--- src/gofs_pkg.sv ---
// Constants for the pin output function selector: codes, register map, reset values.
package gofs_pkg;

   // Pin geometry.
   localparam int          PIN_COUNT     = 16;
   localparam int          LOW_PIN_COUNT = 8;
   localparam int          CODE_W        = 10;

   // Function codes.
   localparam logic [9:0]  FN_AUX_CLOCK  = 10'h048;
   localparam logic [9:0]  FN_PWM_ONE    = 10'h080;
   localparam logic [9:0]  FN_PWM_TWO    = 10'h081;
   localparam logic [9:0]  FN_PATH_DET   = 10'h08C;
   localparam logic [9:0]  FN_ULTRA_ONE  = 10'h090;
   localparam logic [9:0]  FN_ULTRA_TWO  = 10'h092;
   localparam logic [9:0]  FN_EVLOG_FULL = 10'h158;
   localparam logic [9:0]  FN_ALARM_BASE = 10'h230;
   localparam logic [9:0]  FN_ALARM_LAST = 10'h233;
   localparam logic [9:0]  FN_TIMER_ONE  = 10'h250;
   localparam logic [9:0]  FN_TIMER_TWO  = 10'h251;
   localparam logic [9:0]  FN_NONE       = 10'h000;

   // Register byte offsets on the APB slave.
   localparam logic [7:0]  OFS_FN_SEL0   = 8'h00;
   localparam logic [7:0]  OFS_AUX_DIV   = 8'h40;
   localparam logic [7:0]  OFS_PULSE_LEN = 8'h44;
   localparam logic [7:0]  OFS_IRQ_STAT  = 8'h48;
   localparam logic [7:0]  OFS_IRQ_MASK  = 8'h4C;
   localparam logic [7:0]  OFS_PIN_LEVEL = 8'h50;

   // Field widths and reset values.
   localparam int          DIV_W         = 16;
   localparam int          LEN_W         = 8;
   localparam int          EVT_W         = 7;
   localparam logic [15:0] AUX_DIV_RST   = 16'h0001;
   localparam logic [7:0]  PULSE_LEN_RST = 8'h04;
   localparam logic [6:0]  IRQ_MASK_RST  = 7'h00;

   // Interrupt status bit positions.
   localparam int          EVT_ALARM_LSB = 0;
   localparam int          EVT_TIMER_LSB = 4;
   localparam int          EVT_BAD_SEL   = 6;

endpackage : gofs_pkg

--- src/gofs_clk_div.sv ---
// Divider that makes the auxiliary clock level from the system clock.
`timescale 1ns/1ps
module gofs_clk_div #(
   parameter int DIV_W = 16
) (
   // Clock and reset.
   input  wire logic             clk,
   input  wire logic             nrst,
   // Half period in system clock cycles; zero acts as one.
   input  wire logic [DIV_W-1:0] halfPeriod,
   // Divided clock level.
   output logic                  auxClk
);

   if (DIV_W < 1) begin : gBadWidth
      $error("gofs_clk_div: DIV_W must be at least 1");
   end

   logic [DIV_W-1:0] cnt_q;
   logic [DIV_W-1:0] cnt_d;
   logic             auxClk_q;
   wire  logic [DIV_W-1:0] limit = (halfPeriod == '0) ? DIV_W'(1) : halfPeriod;
   wire  logic             tick  = (cnt_q >= limit - DIV_W'(1));

   assign cnt_d  = tick ? '0 : cnt_q + DIV_W'(1);
   assign auxClk = auxClk_q;

   // One-cycle enable at each half period toggles the output level.
   always_ff @(posedge clk or negedge nrst) begin
      if (!nrst) begin
         cnt_q    <= '0;
         auxClk_q <= 1'b0;
      end else begin
         cnt_q    <= cnt_d;
         auxClk_q <= auxClk_q ^ tick;
      end
   end
endmodule : gofs_clk_div

--- src/gofs_pulse_stretch.sv ---
// Stretches a one-cycle alarm trigger into a pulse of programmable length.
`timescale 1ns/1ps
module gofs_pulse_stretch #(
   parameter int LEN_W = 8
) (
   // Clock and reset.
   input  wire logic             clk,
   input  wire logic             nrst,
   // Trigger and programmed length in cycles; zero acts as one.
   input  wire logic             trig,
   input  wire logic [LEN_W-1:0] pulseLen,
   // Stretched pulse.
   output logic                  pulseOut
);

   if (LEN_W < 1) begin : gBadWidth
      $error("gofs_pulse_stretch: LEN_W must be at least 1");
   end

   logic [LEN_W-1:0] left_q;
   wire  logic [LEN_W-1:0] effLen = (pulseLen == '0) ? LEN_W'(1) : pulseLen;

   assign pulseOut = (left_q != '0);

   // A new trigger restarts the pulse at full length.
   always_ff @(posedge clk or negedge nrst) begin
      if (!nrst) begin
         left_q <= '0;
      end else if (trig) begin
         left_q <= effLen;
      end else if (left_q != '0) begin
         left_q <= left_q - LEN_W'(1);
      end
   end

   // Helper: cycles since the latest trigger.
   logic [LEN_W:0] since_q;
   always_ff @(posedge clk or negedge nrst) begin
      if (!nrst) begin
         since_q <= '0;
      end else if (trig) begin
         since_q <= (LEN_W+1)'(1);
      end else if (since_q != '1) begin
         since_q <= since_q + (LEN_W+1)'(1);
      end
   end
endmodule : gofs_pulse_stretch

--- src/gofs_top.sv ---
// Output function selector for the sixteen general-purpose pins, with APB registers.
//
// Our own choices: the APB interface to the registers and the address map.
`timescale 1ns/1ps
module gofs_top #(
   parameter int DIV_W = gofs_pkg::DIV_W,
   parameter int LEN_W = gofs_pkg::LEN_W
) (
   // Clock and reset.
   input  wire logic        clk,
   input  wire logic        nrst,
   // APB slave.
   input  wire logic [7:0]  paddr,
   input  wire logic        psel,
   input  wire logic        penable,
   input  wire logic        pwrite,
   input  wire logic [31:0] pwdata,
   output logic [31:0]      prdata,
   output logic             pready,
   output logic             pslverr,
   // Internal sources.
   input  wire logic        pulseWidthOutOne,
   input  wire logic        pulseWidthOutTwo,
   input  wire logic        inputPathDetect,
   input  wire logic        ultrasonicDetectorOne,
   input  wire logic        ultrasonicDetectorTwo,
   input  wire logic        eventLogNotEmpty,
   input  wire logic [3:0]  alarmTrig,
   input  wire logic [1:0]  timerDone,
   // Pins.
   output logic [15:0]      pinOut,
   output logic [15:0]      pinOe,
   // Interrupt.
   output logic             irq
);

   // Register fields are cut from one 32-bit data word, so wider fields cannot be served.
   if (DIV_W < 1 || DIV_W > 32) begin : gBadDiv
      $error("gofs_top: DIV_W must be 1 to 32");
   end
   if (LEN_W < 1 || LEN_W > 32) begin : gBadLen
      $error("gofs_top: LEN_W must be 1 to 32");
   end

   localparam int NP = gofs_pkg::PIN_COUNT;
   localparam int EW = gofs_pkg::EVT_W;

   // Source bundle positions used by the routing function.
   localparam int S_AUX       = 0;
   localparam int S_PWM_ONE   = 1;
   localparam int S_PWM_TWO   = 2;
   localparam int S_PATH      = 3;
   localparam int S_ULTRA_ONE = 4;
   localparam int S_ULTRA_TWO = 5;
   localparam int S_EVLOG     = 6;
   localparam int S_ALARM     = 7;
   localparam int S_TIMER     = 11;
   localparam int SRC_W       = 13;

   // True when the code may be driven on a pin of the given range.
   function automatic logic gofsAllowed(input logic [9:0] code, input logic lowPin);
      logic anyPin;
      logic lowOnly;
      anyPin  = (code == gofs_pkg::FN_PWM_ONE) || (code == gofs_pkg::FN_PWM_TWO)
              || (code >= gofs_pkg::FN_ALARM_BASE && code <= gofs_pkg::FN_ALARM_LAST)
              || (code == gofs_pkg::FN_TIMER_ONE) || (code == gofs_pkg::FN_TIMER_TWO);
      lowOnly = (code == gofs_pkg::FN_AUX_CLOCK) || (code == gofs_pkg::FN_PATH_DET)
              || (code == gofs_pkg::FN_ULTRA_ONE) || (code == gofs_pkg::FN_ULTRA_TWO)
              || (code == gofs_pkg::FN_EVLOG_FULL);
      return anyPin || (lowOnly && lowPin);
   endfunction : gofsAllowed

   // Level of the source that a code selects.
   function automatic logic gofsLevel(input logic [9:0] code, input logic [SRC_W-1:0] src);
      logic [9:0] alarmIdx;
      alarmIdx = code - gofs_pkg::FN_ALARM_BASE;
      case (code)
         gofs_pkg::FN_AUX_CLOCK:  return src[S_AUX];
         gofs_pkg::FN_PWM_ONE:    return src[S_PWM_ONE];
         gofs_pkg::FN_PWM_TWO:    return src[S_PWM_TWO];
         gofs_pkg::FN_PATH_DET:   return src[S_PATH];
         gofs_pkg::FN_ULTRA_ONE:  return src[S_ULTRA_ONE];
         gofs_pkg::FN_ULTRA_TWO:  return src[S_ULTRA_TWO];
         gofs_pkg::FN_EVLOG_FULL: return src[S_EVLOG];
         gofs_pkg::FN_TIMER_ONE:  return src[S_TIMER];
         gofs_pkg::FN_TIMER_TWO:  return src[S_TIMER + 1];
         default: begin
            if (code >= gofs_pkg::FN_ALARM_BASE && code <= gofs_pkg::FN_ALARM_LAST) begin
               return src[S_ALARM + int'(alarmIdx[1:0])];
            end
            return 1'b0;
         end
      endcase
   endfunction : gofsLevel

   // Registers.
   logic [9:0]       fnSel_q [NP];
   logic [DIV_W-1:0] auxDiv_q;
   logic [LEN_W-1:0] pulseLen_q;
   logic [EW-1:0]    irqStat_q;
   logic [EW-1:0]    irqStat_d;
   logic [EW-1:0]    irqMask_q;
   logic [3:0]       alarmPulseDly_q;
   logic [15:0]      pinOut_q;
   logic [15:0]      pinOe_q;
   wire logic [15:0] pinOut_d;
   wire logic [15:0] pinOe_d;
   logic             irq_q;
   logic [31:0]      prdata_q;
   logic             pready_q;
   logic             pslverr_q;

   // Source generators.
   logic       auxClk;
   logic [3:0] alarmPulse;

   gofs_clk_div #(.DIV_W(DIV_W)) uClkDiv (
      .clk        (clk),
      .nrst       (nrst),
      .halfPeriod (auxDiv_q),
      .auxClk     (auxClk)
   );

   genvar a;
   generate
      for (a = 0; a < 4; a++) begin : gAlarm
         gofs_pulse_stretch #(.LEN_W(LEN_W)) uStretch (
            .clk      (clk),
            .nrst     (nrst),
            .trig     (alarmTrig[a]),
            .pulseLen (pulseLen_q),
            .pulseOut (alarmPulse[a])
         );
      end
   endgenerate

   wire logic [SRC_W-1:0] srcVec = {timerDone, alarmPulse, eventLogNotEmpty,
                                    ultrasonicDetectorTwo, ultrasonicDetectorOne,
                                    inputPathDetect, pulseWidthOutTwo, pulseWidthOutOne,
                                    auxClk};

   // APB decode.
   wire logic       apbAccess = psel & penable;
   wire logic       apbFirst  = apbAccess & ~pready_q;
   wire logic       apbDone   = apbAccess & pready_q;
   wire logic       aligned   = (paddr[1:0] == 2'h0);
   wire logic       hitFnSel  = aligned && (paddr < gofs_pkg::OFS_AUX_DIV);
   wire logic [3:0] selIdx    = paddr[5:2];
   wire logic       hitDiv    = aligned && (paddr == gofs_pkg::OFS_AUX_DIV);
   wire logic       hitLen    = aligned && (paddr == gofs_pkg::OFS_PULSE_LEN);
   wire logic       hitStat   = aligned && (paddr == gofs_pkg::OFS_IRQ_STAT);
   wire logic       hitMask   = aligned && (paddr == gofs_pkg::OFS_IRQ_MASK);
   wire logic       hitLevel  = aligned && (paddr == gofs_pkg::OFS_PIN_LEVEL);
   wire logic       mapped    = hitFnSel | hitDiv | hitLen | hitStat | hitMask | hitLevel;
   wire logic       wrEn      = apbDone & pwrite & mapped;
   wire logic       wrLevelErr = pwrite & hitLevel;

   wire logic [31:0] readMux =
        hitFnSel ? {22'h0, fnSel_q[selIdx]} :
        hitDiv   ? 32'(auxDiv_q) :
        hitLen   ? 32'(pulseLen_q) :
        hitStat  ? 32'(irqStat_q) :
        hitMask  ? 32'(irqMask_q) :
        hitLevel ? {pinOe_q, pinOut_q} : 32'h0;

   // Events: alarm pulse starts, timer done, and a disallowed code written.
   wire logic badSelWr = wrEn && hitFnSel
                         && !gofsAllowed(pwdata[9:0], selIdx < 4'(gofs_pkg::LOW_PIN_COUNT))
                         && (pwdata[9:0] != gofs_pkg::FN_NONE);
   wire logic [EW-1:0] events = {badSelWr, timerDone, alarmPulse & ~alarmPulseDly_q};
   wire logic [EW-1:0] statClr = (wrEn && hitStat) ? pwdata[EW-1:0] : '0;

   // A set in the same cycle as a write-one clear wins.
   assign irqStat_d = (irqStat_q & ~statClr) | events;

   // Pin routing.
   genvar p;
   generate
      for (p = 0; p < NP; p++) begin : gPin
         assign pinOe_d[p]  = gofsAllowed(fnSel_q[p], p < gofs_pkg::LOW_PIN_COUNT);
         assign pinOut_d[p] = pinOe_d[p] & gofsLevel(fnSel_q[p], srcVec);
      end
   endgenerate

   always_ff @(posedge clk or negedge nrst) begin
      if (!nrst) begin
         for (int i = 0; i < NP; i++) begin
            fnSel_q[i] <= gofs_pkg::FN_NONE;
         end
         auxDiv_q   <= DIV_W'(gofs_pkg::AUX_DIV_RST);
         pulseLen_q <= LEN_W'(gofs_pkg::PULSE_LEN_RST);
         irqMask_q  <= gofs_pkg::IRQ_MASK_RST;
      end else if (wrEn && !wrLevelErr) begin
         if (hitFnSel) fnSel_q[selIdx] <= pwdata[9:0];
         if (hitDiv)   auxDiv_q        <= pwdata[DIV_W-1:0];
         if (hitLen)   pulseLen_q      <= pwdata[LEN_W-1:0];
         if (hitMask)  irqMask_q       <= pwdata[EW-1:0];
      end
   end

   always_ff @(posedge clk or negedge nrst) begin
      if (!nrst) begin
         irqStat_q       <= '0;
         alarmPulseDly_q <= '0;
         irq_q           <= 1'b0;
         pinOut_q        <= '0;
         pinOe_q         <= '0;
      end else begin
         irqStat_q       <= irqStat_d;
         alarmPulseDly_q <= alarmPulse;
         irq_q           <= |(irqStat_q & irqMask_q);
         pinOut_q        <= pinOut_d;
         pinOe_q         <= pinOe_d;
      end
   end

   // The slave answers in the second access cycle; data and error are held with ready.
   always_ff @(posedge clk or negedge nrst) begin
      if (!nrst) begin
         pready_q  <= 1'b0;
         prdata_q  <= '0;
         pslverr_q <= 1'b0;
      end else begin
         pready_q  <= apbFirst;
         prdata_q  <= apbFirst && !pwrite ? readMux : '0;
         pslverr_q <= apbFirst && (!mapped || wrLevelErr);
      end
   end

   assign prdata  = prdata_q;
   assign pready  = pready_q;
   assign pslverr = pslverr_q;
   assign pinOut  = pinOut_q;
   assign pinOe   = pinOe_q;
   assign irq     = irq_q;

   generate
      for (p = 0; p < NP; p++) begin : gChk
         if (p < gofs_pkg::LOW_PIN_COUNT) begin : gLow

         end else begin : gHigh

         end

      end
   endgenerate
endmodule : gofs_top

--- config.mk ---
export PLATFORM = sky130hd
export DESIGN_NAME = gofs_top
export DESIGN_NICKNAME = d
export VERILOG_FILES = /design/src/gofs_pkg.sv /design/src/gofs_clk_div.sv /design/src/gofs_pulse_stretch.sv /design/src/gofs_top.sv
export SDC_FILE = /design/constraint.sdc
export NUM_CORES = 1
export LEC_CHECK = 0
export BUFFER_PORTS_ARGS = -buffer_cell sky130_fd_sc_hd__buf_2
export CAP_MARGIN = 20
export CORE_ASPECT_RATIO = 1.2
export CORE_MARGIN = 10
export CORE_UTILIZATION = 65
export CTS_CLUSTER_DIAMETER = 100
export DETAILED_ROUTE_END_ITERATION = 8
export PLACE_DENSITY = 0.85
export SLEW_MARGIN = 10
export SYNTH_ARGS = -nofsm -noshare
export SYNTH_HDL_FRONTEND = slang
export SYNTH_HIERARCHICAL = 1
export SYNTH_SLANG_ARGS = --single-unit
--- constraint.sdc ---
create_clock -name clk -period 8.4 [get_ports clk]
set_input_delay 0.42 -clock clk [delete_from_list [all_inputs] [get_ports clk]]
set_output_delay 0.42 -clock clk [all_outputs]
set_load 0.005 [all_outputs]
==> summary.md, run 1 <==
| Metric | Value |
|---|---|
| Crit path time final | `4.63 ns` |
| Die X | `180 µm` |
| DRC violations left | `0` |
| Cell row count | `70` |
| Post-CTS Repair Setup Buffers | `0` |
| Post-CTS resize count | `0` |
| TritonCTS buffer count | `36` |
| Tightest Pin Transition | `1.09 ns` |
| Synthesis-to-layout area growth | `9.90%` |
| Die area | `37900 µm²` |
| Area share of the largest cell type after synthesis | `39.8%` |
| Yosys reg bits | `318` |
| Ys async rst share | `100%` |
| Worst Hold Class | `primary input to flop` |
| Unrepaired setup endpoints after global routing | `false` |
| Design Area, Final | `21800 µm²` |
| First-pass GRT wire length | `93000 µm` |
| Maximum VDD drop | `0.000156 V` |
| Startpoint Class | `flop` |
| Synth top cells by count | `dfrtp_1 (316), mux2_2 (182), nand2_1 (95), nor2_1 (95), ha_1 (89)` |
| CP arrival | `5.03 ns` |
| H-tree depth reported by CTS | `2` |
| Ys flop type | `dfrtp_1` |
| Placed cells | `2199` |
| Clk root buf | `clkbuf_16` |
| Clock Tree Buf Depth | `3` |
| Slew HR | `26.6%` |
| Vias in the first global route | `16400` |
| Worst-path clk slew | `0.06 ns` |
| Dpl ws | `3.82 ns` |
| Hold Buf Count CTS | `1` |
| Antenna viol nets, final | `0` |
| Net Count, Synth | `1929` |
| Post-Syn Area | `19800 µm²` |
| CP Max Fanout | `17` |
| CTS tree | `yes` |
| Pwr/cell area | `168 nW/µm²` |
| Worst skew pair latency | `0.55 ns` |
| Skew final | `0.0220 ns` |
| P_leak | `9.78 nW` |
| Critical Path RT | `8.80 ns` |
| Vias | `16400` |
| Synth top area cells | `dfrtp_1 (40%), mux2_2 (10%), mux4_2 (8.7%), ha_1 (5.6%), nand2_1 (1.8%)` |
| I/O pin count | `124` |
| Initial core utilization | `65.5%` |
| Number of synthesized flops with an enable pin | `0` |
| Routability cong. | `0.978` |
| CP Capture Type | `flop` |
| Die Y | `211 µm` |
| Share of cells above drive strength 1 | `27.0%` |
| Core Region | `30300 µm²` |
| Initial antenna violation count | `5` |
| IO buf count | `107` |
| Vias/cell | `7.22` |
| Fin. max-slew vios | `0` |
| Sink Count | `318` |
| Sequential area share after synthesis | `40.1%` |
| Fin crit share | `55.1%` |
| Hold_ws | `0.116 ns` |
| Overflow after GRT | `0` |
| Synth warnings | `6` |
| Fin cells | `2269` |
| Post-Route WL | `59500 µm` |
| Final setup TNS | `0 ns` |
| Fin. Hold Viols | `0` |
| Max_cap viols | `0` |
| Crit path kind | `flop to flop` |
| TritonRoute pass-1 iters | `7` |
| Setup-failing EPs final | `0` |
| Worst Slack Setup Final | `3.77 ns` |
| Fmax | `0.216 GHz` |
| Largest net degree at the start of global routing | `101` |
| Synth Instances | `1783` |
| Iter 0 DRT Violations | `1898` |
| Nets@finish | `1989` |
| Total track usage | `30.5%` |
| Most common cell in the netlist | `dfrtp_1` |
| Dpl cell area | `20500 µm²` |
| Yosys cell types | `88` |
| Status | `complete, no violations` |
| Synth area leader | `dfrtp_1` |
| Hpwl dp | `39300 µm` |
| Wire per inst | `26.2 µm` |
| Syn avg cell area | `11.1 µm²` |
-- critical path, cell delays in order (launching register included) --
cell,delay (ns)
dfstp_2,0.56
nor4_1,0.10
nand3_1,0.20
inv_1,0.08
a21oi_1,0.22
ha_1,0.21
nor3b_1,0.40
nand2_1,0.18
nor3b_1,0.41
nand2_1,0.12
xor2_1,0.16
ha_1,0.29
nand4_1,0.16
or3_1,0.41
a221oi_1,0.26
or4_1,0.56
xor2_1,0.13
-- cell usage in the layout, fill, tap and decap left out, types with 11 or more instances in the layout --
cell / netlist / final
or4_1: 12 / 12
xor2_1: 17 / 17
nor3_1: 22 / 22
o22ai_1: 11 / 11
nand2_1: 95 / 95
a21o_1: 14 / 14
nand3_1: 39 / 39
dfrtp_1: 316 / 316
nor3b_1: 25 / 25
xnor2_1: 23 / 23
nor2_1: 95 / 95
clkbuf_16: 0 / 38
nor2b_1: 14 / 14
a221oi_1: 19 / 19
mux4_2: 77 / 77
o21ai_0: 59 / 59
o31a_1: 13 / 13
a22oi_1: 29 / 29
inv_1: 80 / 80
buf_2: 17 / 106
nor4_1: 50 / 49
mux2_2: 182 / 182
nand4_1: 29 / 29
ha_1: 89 / 89
nand2b_1: 15 / 15
and2_1: 24 / 24
a21oi_1: 44 / 44
o31ai_1: 16 / 16
nor4bb_1: 11 / 11
a22o_1: 25 / 25
mux2i_1: 22 / 22
-- cell type report --
cell class | instances | area [µm²]
Inverter | 84 | 315
Fill cell | 2041 | 8490
Sequential cell | 318 | 7960
Antenna cell | 2 | 5.00
Timing Repair Buffer | 116 | 631
Multi-Input combinational cell | 1287 | 11200
Clock buffer | 52 | 1080
Tap cell | 396 | 495
Clock inverter | 14 | 166
-- through the flow --
| step | total power, mW | util (%) |
|---|---|---|
| after global placement | 2.02 | 67.7 |
| after detailed placement | 2.03 | 67.7 |
| after CTS | 3.66 | 71.9 |
| after floorplan | 1.89 | - |
| final | 3.67 | 72.0 |
| after global routing | 3.78 | 72.0 |
-- flip-flops by register name, indices dropped and copies added (netlist names) --
register and cells:
fnSel_q 160, gAlarm.uStretch/left_q 32, prdata 32, auxDiv_q 16
pinOe 16, pinOut 16, uClkDiv/cnt_q 16, pulseLen_q 8
irqMask_q 7, irqStat_q 7, alarmPulseDly_q 4, irq 1
pready 1, pslverr 1, uClkDiv/auxClk 1
-- where the power goes --
group          leakage [nW]  internal, mW  total, mW  switching (mW)
combinational          4.86         0.146      0.420           0.274
sequential             4.30          1.56       1.60          0.0396
clock                 0.618         0.994       1.65           0.651
-- path summary, 6_finish.rpt --
| kind | startpoint | slack [ns] | end | cells past startpoint |
|---|---|---|---|---|
| setup / recovery | auxDiv_q[0] | 3.77 | uClkDiv/auxClk | 16 |
| hold / removal | pwdata[12] | 0.12 | auxDiv_q[12] | 2 |
| setup reg to reg | auxDiv_q[0] | 3.77 | uClkDiv/auxClk | 16 |
| hold reg to reg | pinOe[3] | 0.46 | prdata[19] | 1 |
| max in group asynchronous | nrst | 6.40 | fnSel_q[16] | 3 |
| min in group asynchronous | nrst | 0.49 | gAlarm[1].uStretch/left_q[5] | 2 |
-- cell families after synthesis --
kind of cell / share of synthesized area, %
buf+inv: 3.72
fa+ha+maj: 5.61
flops: 40.1
xor+xnor: 1.77
simple gates: 16.2
compound gates: 12.0
mux: 20.6
-- metal layers --
layer	wire length (µm)	vias to the layer above	GRT usage, %
li1	-	6915	-
met1	21300	8094	36.8
met2	27900	1096	48.6
met3	6580	277	8.66
met4	3620	8	17.0
met5	50	-	0
No activity file was read; power rests on OpenSTA's default activity.
==> run 2: changes to the inputs <==
Settings changed: ABC_AREA set to 1, CORE_UTILIZATION 65 to 57, PLACE_DENSITY 0.85 to 0.78.
Clock period 8.4 ns to 3.86 ns, I/O delays scaled along.
==> summary.md, run 2 <==
| Metric | Value |
|---|---|
| CP Max Fanout | `17` |
| Antenna viol nets, final | `0` |
| Fill count | `3484` |
| Post-CTS resize count | `0` |
| Post-Route M1 WL | `29200 µm` |
| Reg-to-reg slack, setup | `0.46 ns` |
| Net Count, Synth | `3363` |
| Most frequent cells in the layout | `nand2_1 (781), nor2_1 (483), inv_1 (393)` |
| Maximum VDD drop | `0.000405 V` |
| Biggest register | `fnSel_q` |
| Core Region | `37700 µm²` |
| Post-Route WL | `78400 µm` |
| Number of synthesized flops with an enable pin | `0` |
| Vias/cell | `5.92` |
| Fmax | `0.294 GHz` |
| Die area | `46200 µm²` |
| Detail Route met3 WL | `7950 µm` |
| Synth Instances | `3216` |
| Post-Syn Area | `21600 µm²` |
| Synth warnings | `6` |
| Clock Tree Buf Depth | `3` |
| DRC violations left | `0` |
| Wire per inst | `20.5 µm` |
| Synth top area cells | `dfrtp_1 (37%), nand2_1 (14%), nor2_1 (8.4%), inv_1 (6.8%), nand3_1 (5.6%)` |
| Critical Path RT | `4.31 ns` |
| P_leak | `11.7 nW` |
| Synth area leader | `dfrtp_1` |
| Setup-failing EPs final | `0` |
| Reg-to-Reg Start | `auxDiv_q[0]` |
| Initial core utilization | `57.5%` |
| Slew HR | `31.6%` |
| Ys async rst share | `100%` |
| IO buf count | `107` |
| Vias | `22600` |
| Synth top cells by count | `nand2_1 (781), nor2_1 (483), inv_1 (393)` |
| Syn avg cell area | `6.73 µm²` |
| Crit path time final | `3.40 ns` |
| Die Y | `233 µm` |
| Sink Count | `318` |
| Initial antenna violation count | `5` |
| Nets@finish | `3459` |
| CP Capture Type | `flop` |
| Cell row count | `78` |
| Wire length on met2 | `36300 µm` |
| Yosys cell types | `52` |
| Routability cong. | `1.01` |
| Hold_ws | `0.0664 ns` |
| Final setup TNS | `0 ns` |
| Area share of the largest cell type after synthesis | `36.5%` |
| Largest register FFs | `160` |
| CP arrival | `3.85 ns` |
| Hpwl dp | `55500 µm` |
| Ys flop type | `dfrtp_1` |
| Max_cap viols | `0` |
| Overflow after GRT | `0` |
| I/O pin count | `124` |
| Status | `complete, no violations` |
| Worst Hold Class | `primary input to flop` |
| Worst skew pair latency | `0.57 ns` |
| Skew final | `0.0184 ns` |
| Yosys reg bits | `318` |
| Pwr/cell area | `394 nW/µm²` |
| H-tree depth reported by CTS | `2` |
| Clk root buf | `clkbuf_16` |
| Most common cell after layout, fill and taps aside | `nand2_1` |
| Tightest Pin Transition | `1.02 ns` |
| Dpl cell area | `22700 µm²` |
| Fin. max-slew vios | `0` |
| Share of cells above drive strength 1 | `8.66%` |
| TritonCTS buffer count | `38` |
| TritonRoute pass-1 iters | `6` |
| Largest net degree at the start of global routing | `95` |
| Unrepaired setup endpoints after global routing | `false` |
| Setup crit end | `uClkDiv/auxClk` |
| Total track usage | `33.6%` |
| Sequential area share after synthesis | `36.8%` |
| CTS tree | `yes` |
| Crit path launch | `auxDiv_q[0]` |
| Design Area, Final | `24100 µm²` |
| Fin. Hold Viols | `0` |
| Startpoint Class | `flop` |
| Reg2reg path depth | `19` |
| Uppermost routed layer | `met5` |
| Die X | `198 µm` |
| Fin crit share | `88.1%` |
| Worst-path clk slew | `0.06 ns` |
| Crit path kind | `flop to flop` |
| Synthesis-to-layout area growth | `11.4%` |
| Vias in the first global route | `21500` |
| Iter 0 DRT Violations | `2430` |
| First-pass GRT wire length | `120000 µm` |
| Reg-to-Reg End | `uClkDiv/auxClk` |
| Most common cell in the netlist | `nand2_1` |
run 2: changes by cell type in the layout (fill, tap and decap cells not counted), sizes merged, moves of 30 or more:
cell,before,now
mux2,188,0
mux4,77,0
o21ai,59,337
o22ai,11,41
nand4,29,118
nor4,51,7
inv,84,401
nor2,112,507
buf,114,156
nand3,40,251
nand2,96,796
a21oi,44,93
run 2: worst max-delay path: stages (launching register included):
cell     delay [ns]
dfstp_2        0.55
inv_1          0.07
nand2_1        0.08
nor2_1         0.04
inv_1          0.10
nor2_2         0.05
a21oi_1        0.26
ha_1           0.25
nand3_1        0.22
nor3_2         0.25
nand4_1        0.17
xnor2_1        0.17
inv_1          0.06
ha_1           0.28
nand2_1        0.09
nor2_1         0.06
a21oi_2        0.19
nand3_4        0.21
nand2_1        0.11
nand2_1        0.05
run 2: logic make-up after synthesis:
kind of cell,share of synthesized area [%]
AND/OR/NAND/NOR,34.7
buffers and inverters,9.35
adder cells (fa/ha/maj),5.20
XOR/XNOR,1.42
flip-flops,36.8
AO/OA/AOI/OAI,12.6
run 2: routing by layer:
layer,vias to the layer above,track usage (%)
li1,10600,-
met1,10500,39.6
met2,1186,54.9
met3,300,7.26
met4,4,21.0
met5,-,0
run 2: how the worst min path moves through the flow:
stage | startpoint | to | slack [ns] | cells after the start
6_report | pwdata[2] | irqStat_q[6] | 0.07 | 5
5_1_grt | pwrite | pslverr | 0.09 | 3
3_5_place_dp | nrst | gAlarm[1].uStretch/left_q[5] | 0.26 | 1
2_1_floorplan | nrst | alarmPulseDly_q[0] | -0.10 | 0
4_1_cts | pwdata[2] | irqStat_q[6] | 0.04 | 5
3_3_place_gp | nrst | gAlarm[1].uStretch/left_q[7] | 0.26 | 1
run 2: per-stage QoR:
stage / worst slack, ns / util [%] / instances / power [mW]
6_report: 0.460 / 64.0 / 3818 / 9.50
4_1_cts: 0.558 / 63.9 / 3814 / 9.47
3_3_place_gp: 0.595 / 60.3 / 3737 / 5.72
5_1_grt: 0.187 / 64.0 / 3817 / 9.84
2_1_floorplan: 0.956 / - / 3216 / 5.03
3_5_place_dp: 0.561 / 60.3 / 3737 / 5.80
run 2: repair_timing:
action	4_1_cts	5_1_grt
setup buffers	0	0
endpoints found under the hold margin	117	0
hold buffers	13	0
run 2: cell type report:
type                    count  area (µm²)  area share (%)
repair buffers            169        1090            4.53
clock inverters            10         100           0.415
clock buffers              54        1150            4.79
flip-flops and latches    318        7960            33.0
multi-input cells        2375       11700            48.4
inverters                 410        1540            6.38
diodes                      2        5.00          0.0207
well taps                 480         601            2.49
run 2: where the power goes:
part | switching [mW] | internal (mW) | total (mW)
Combinational | 1.56 | 0.617 | 2.17
Sequential | 0.150 | 3.50 | 3.65
Clock | 1.47 | 2.20 | 3.67
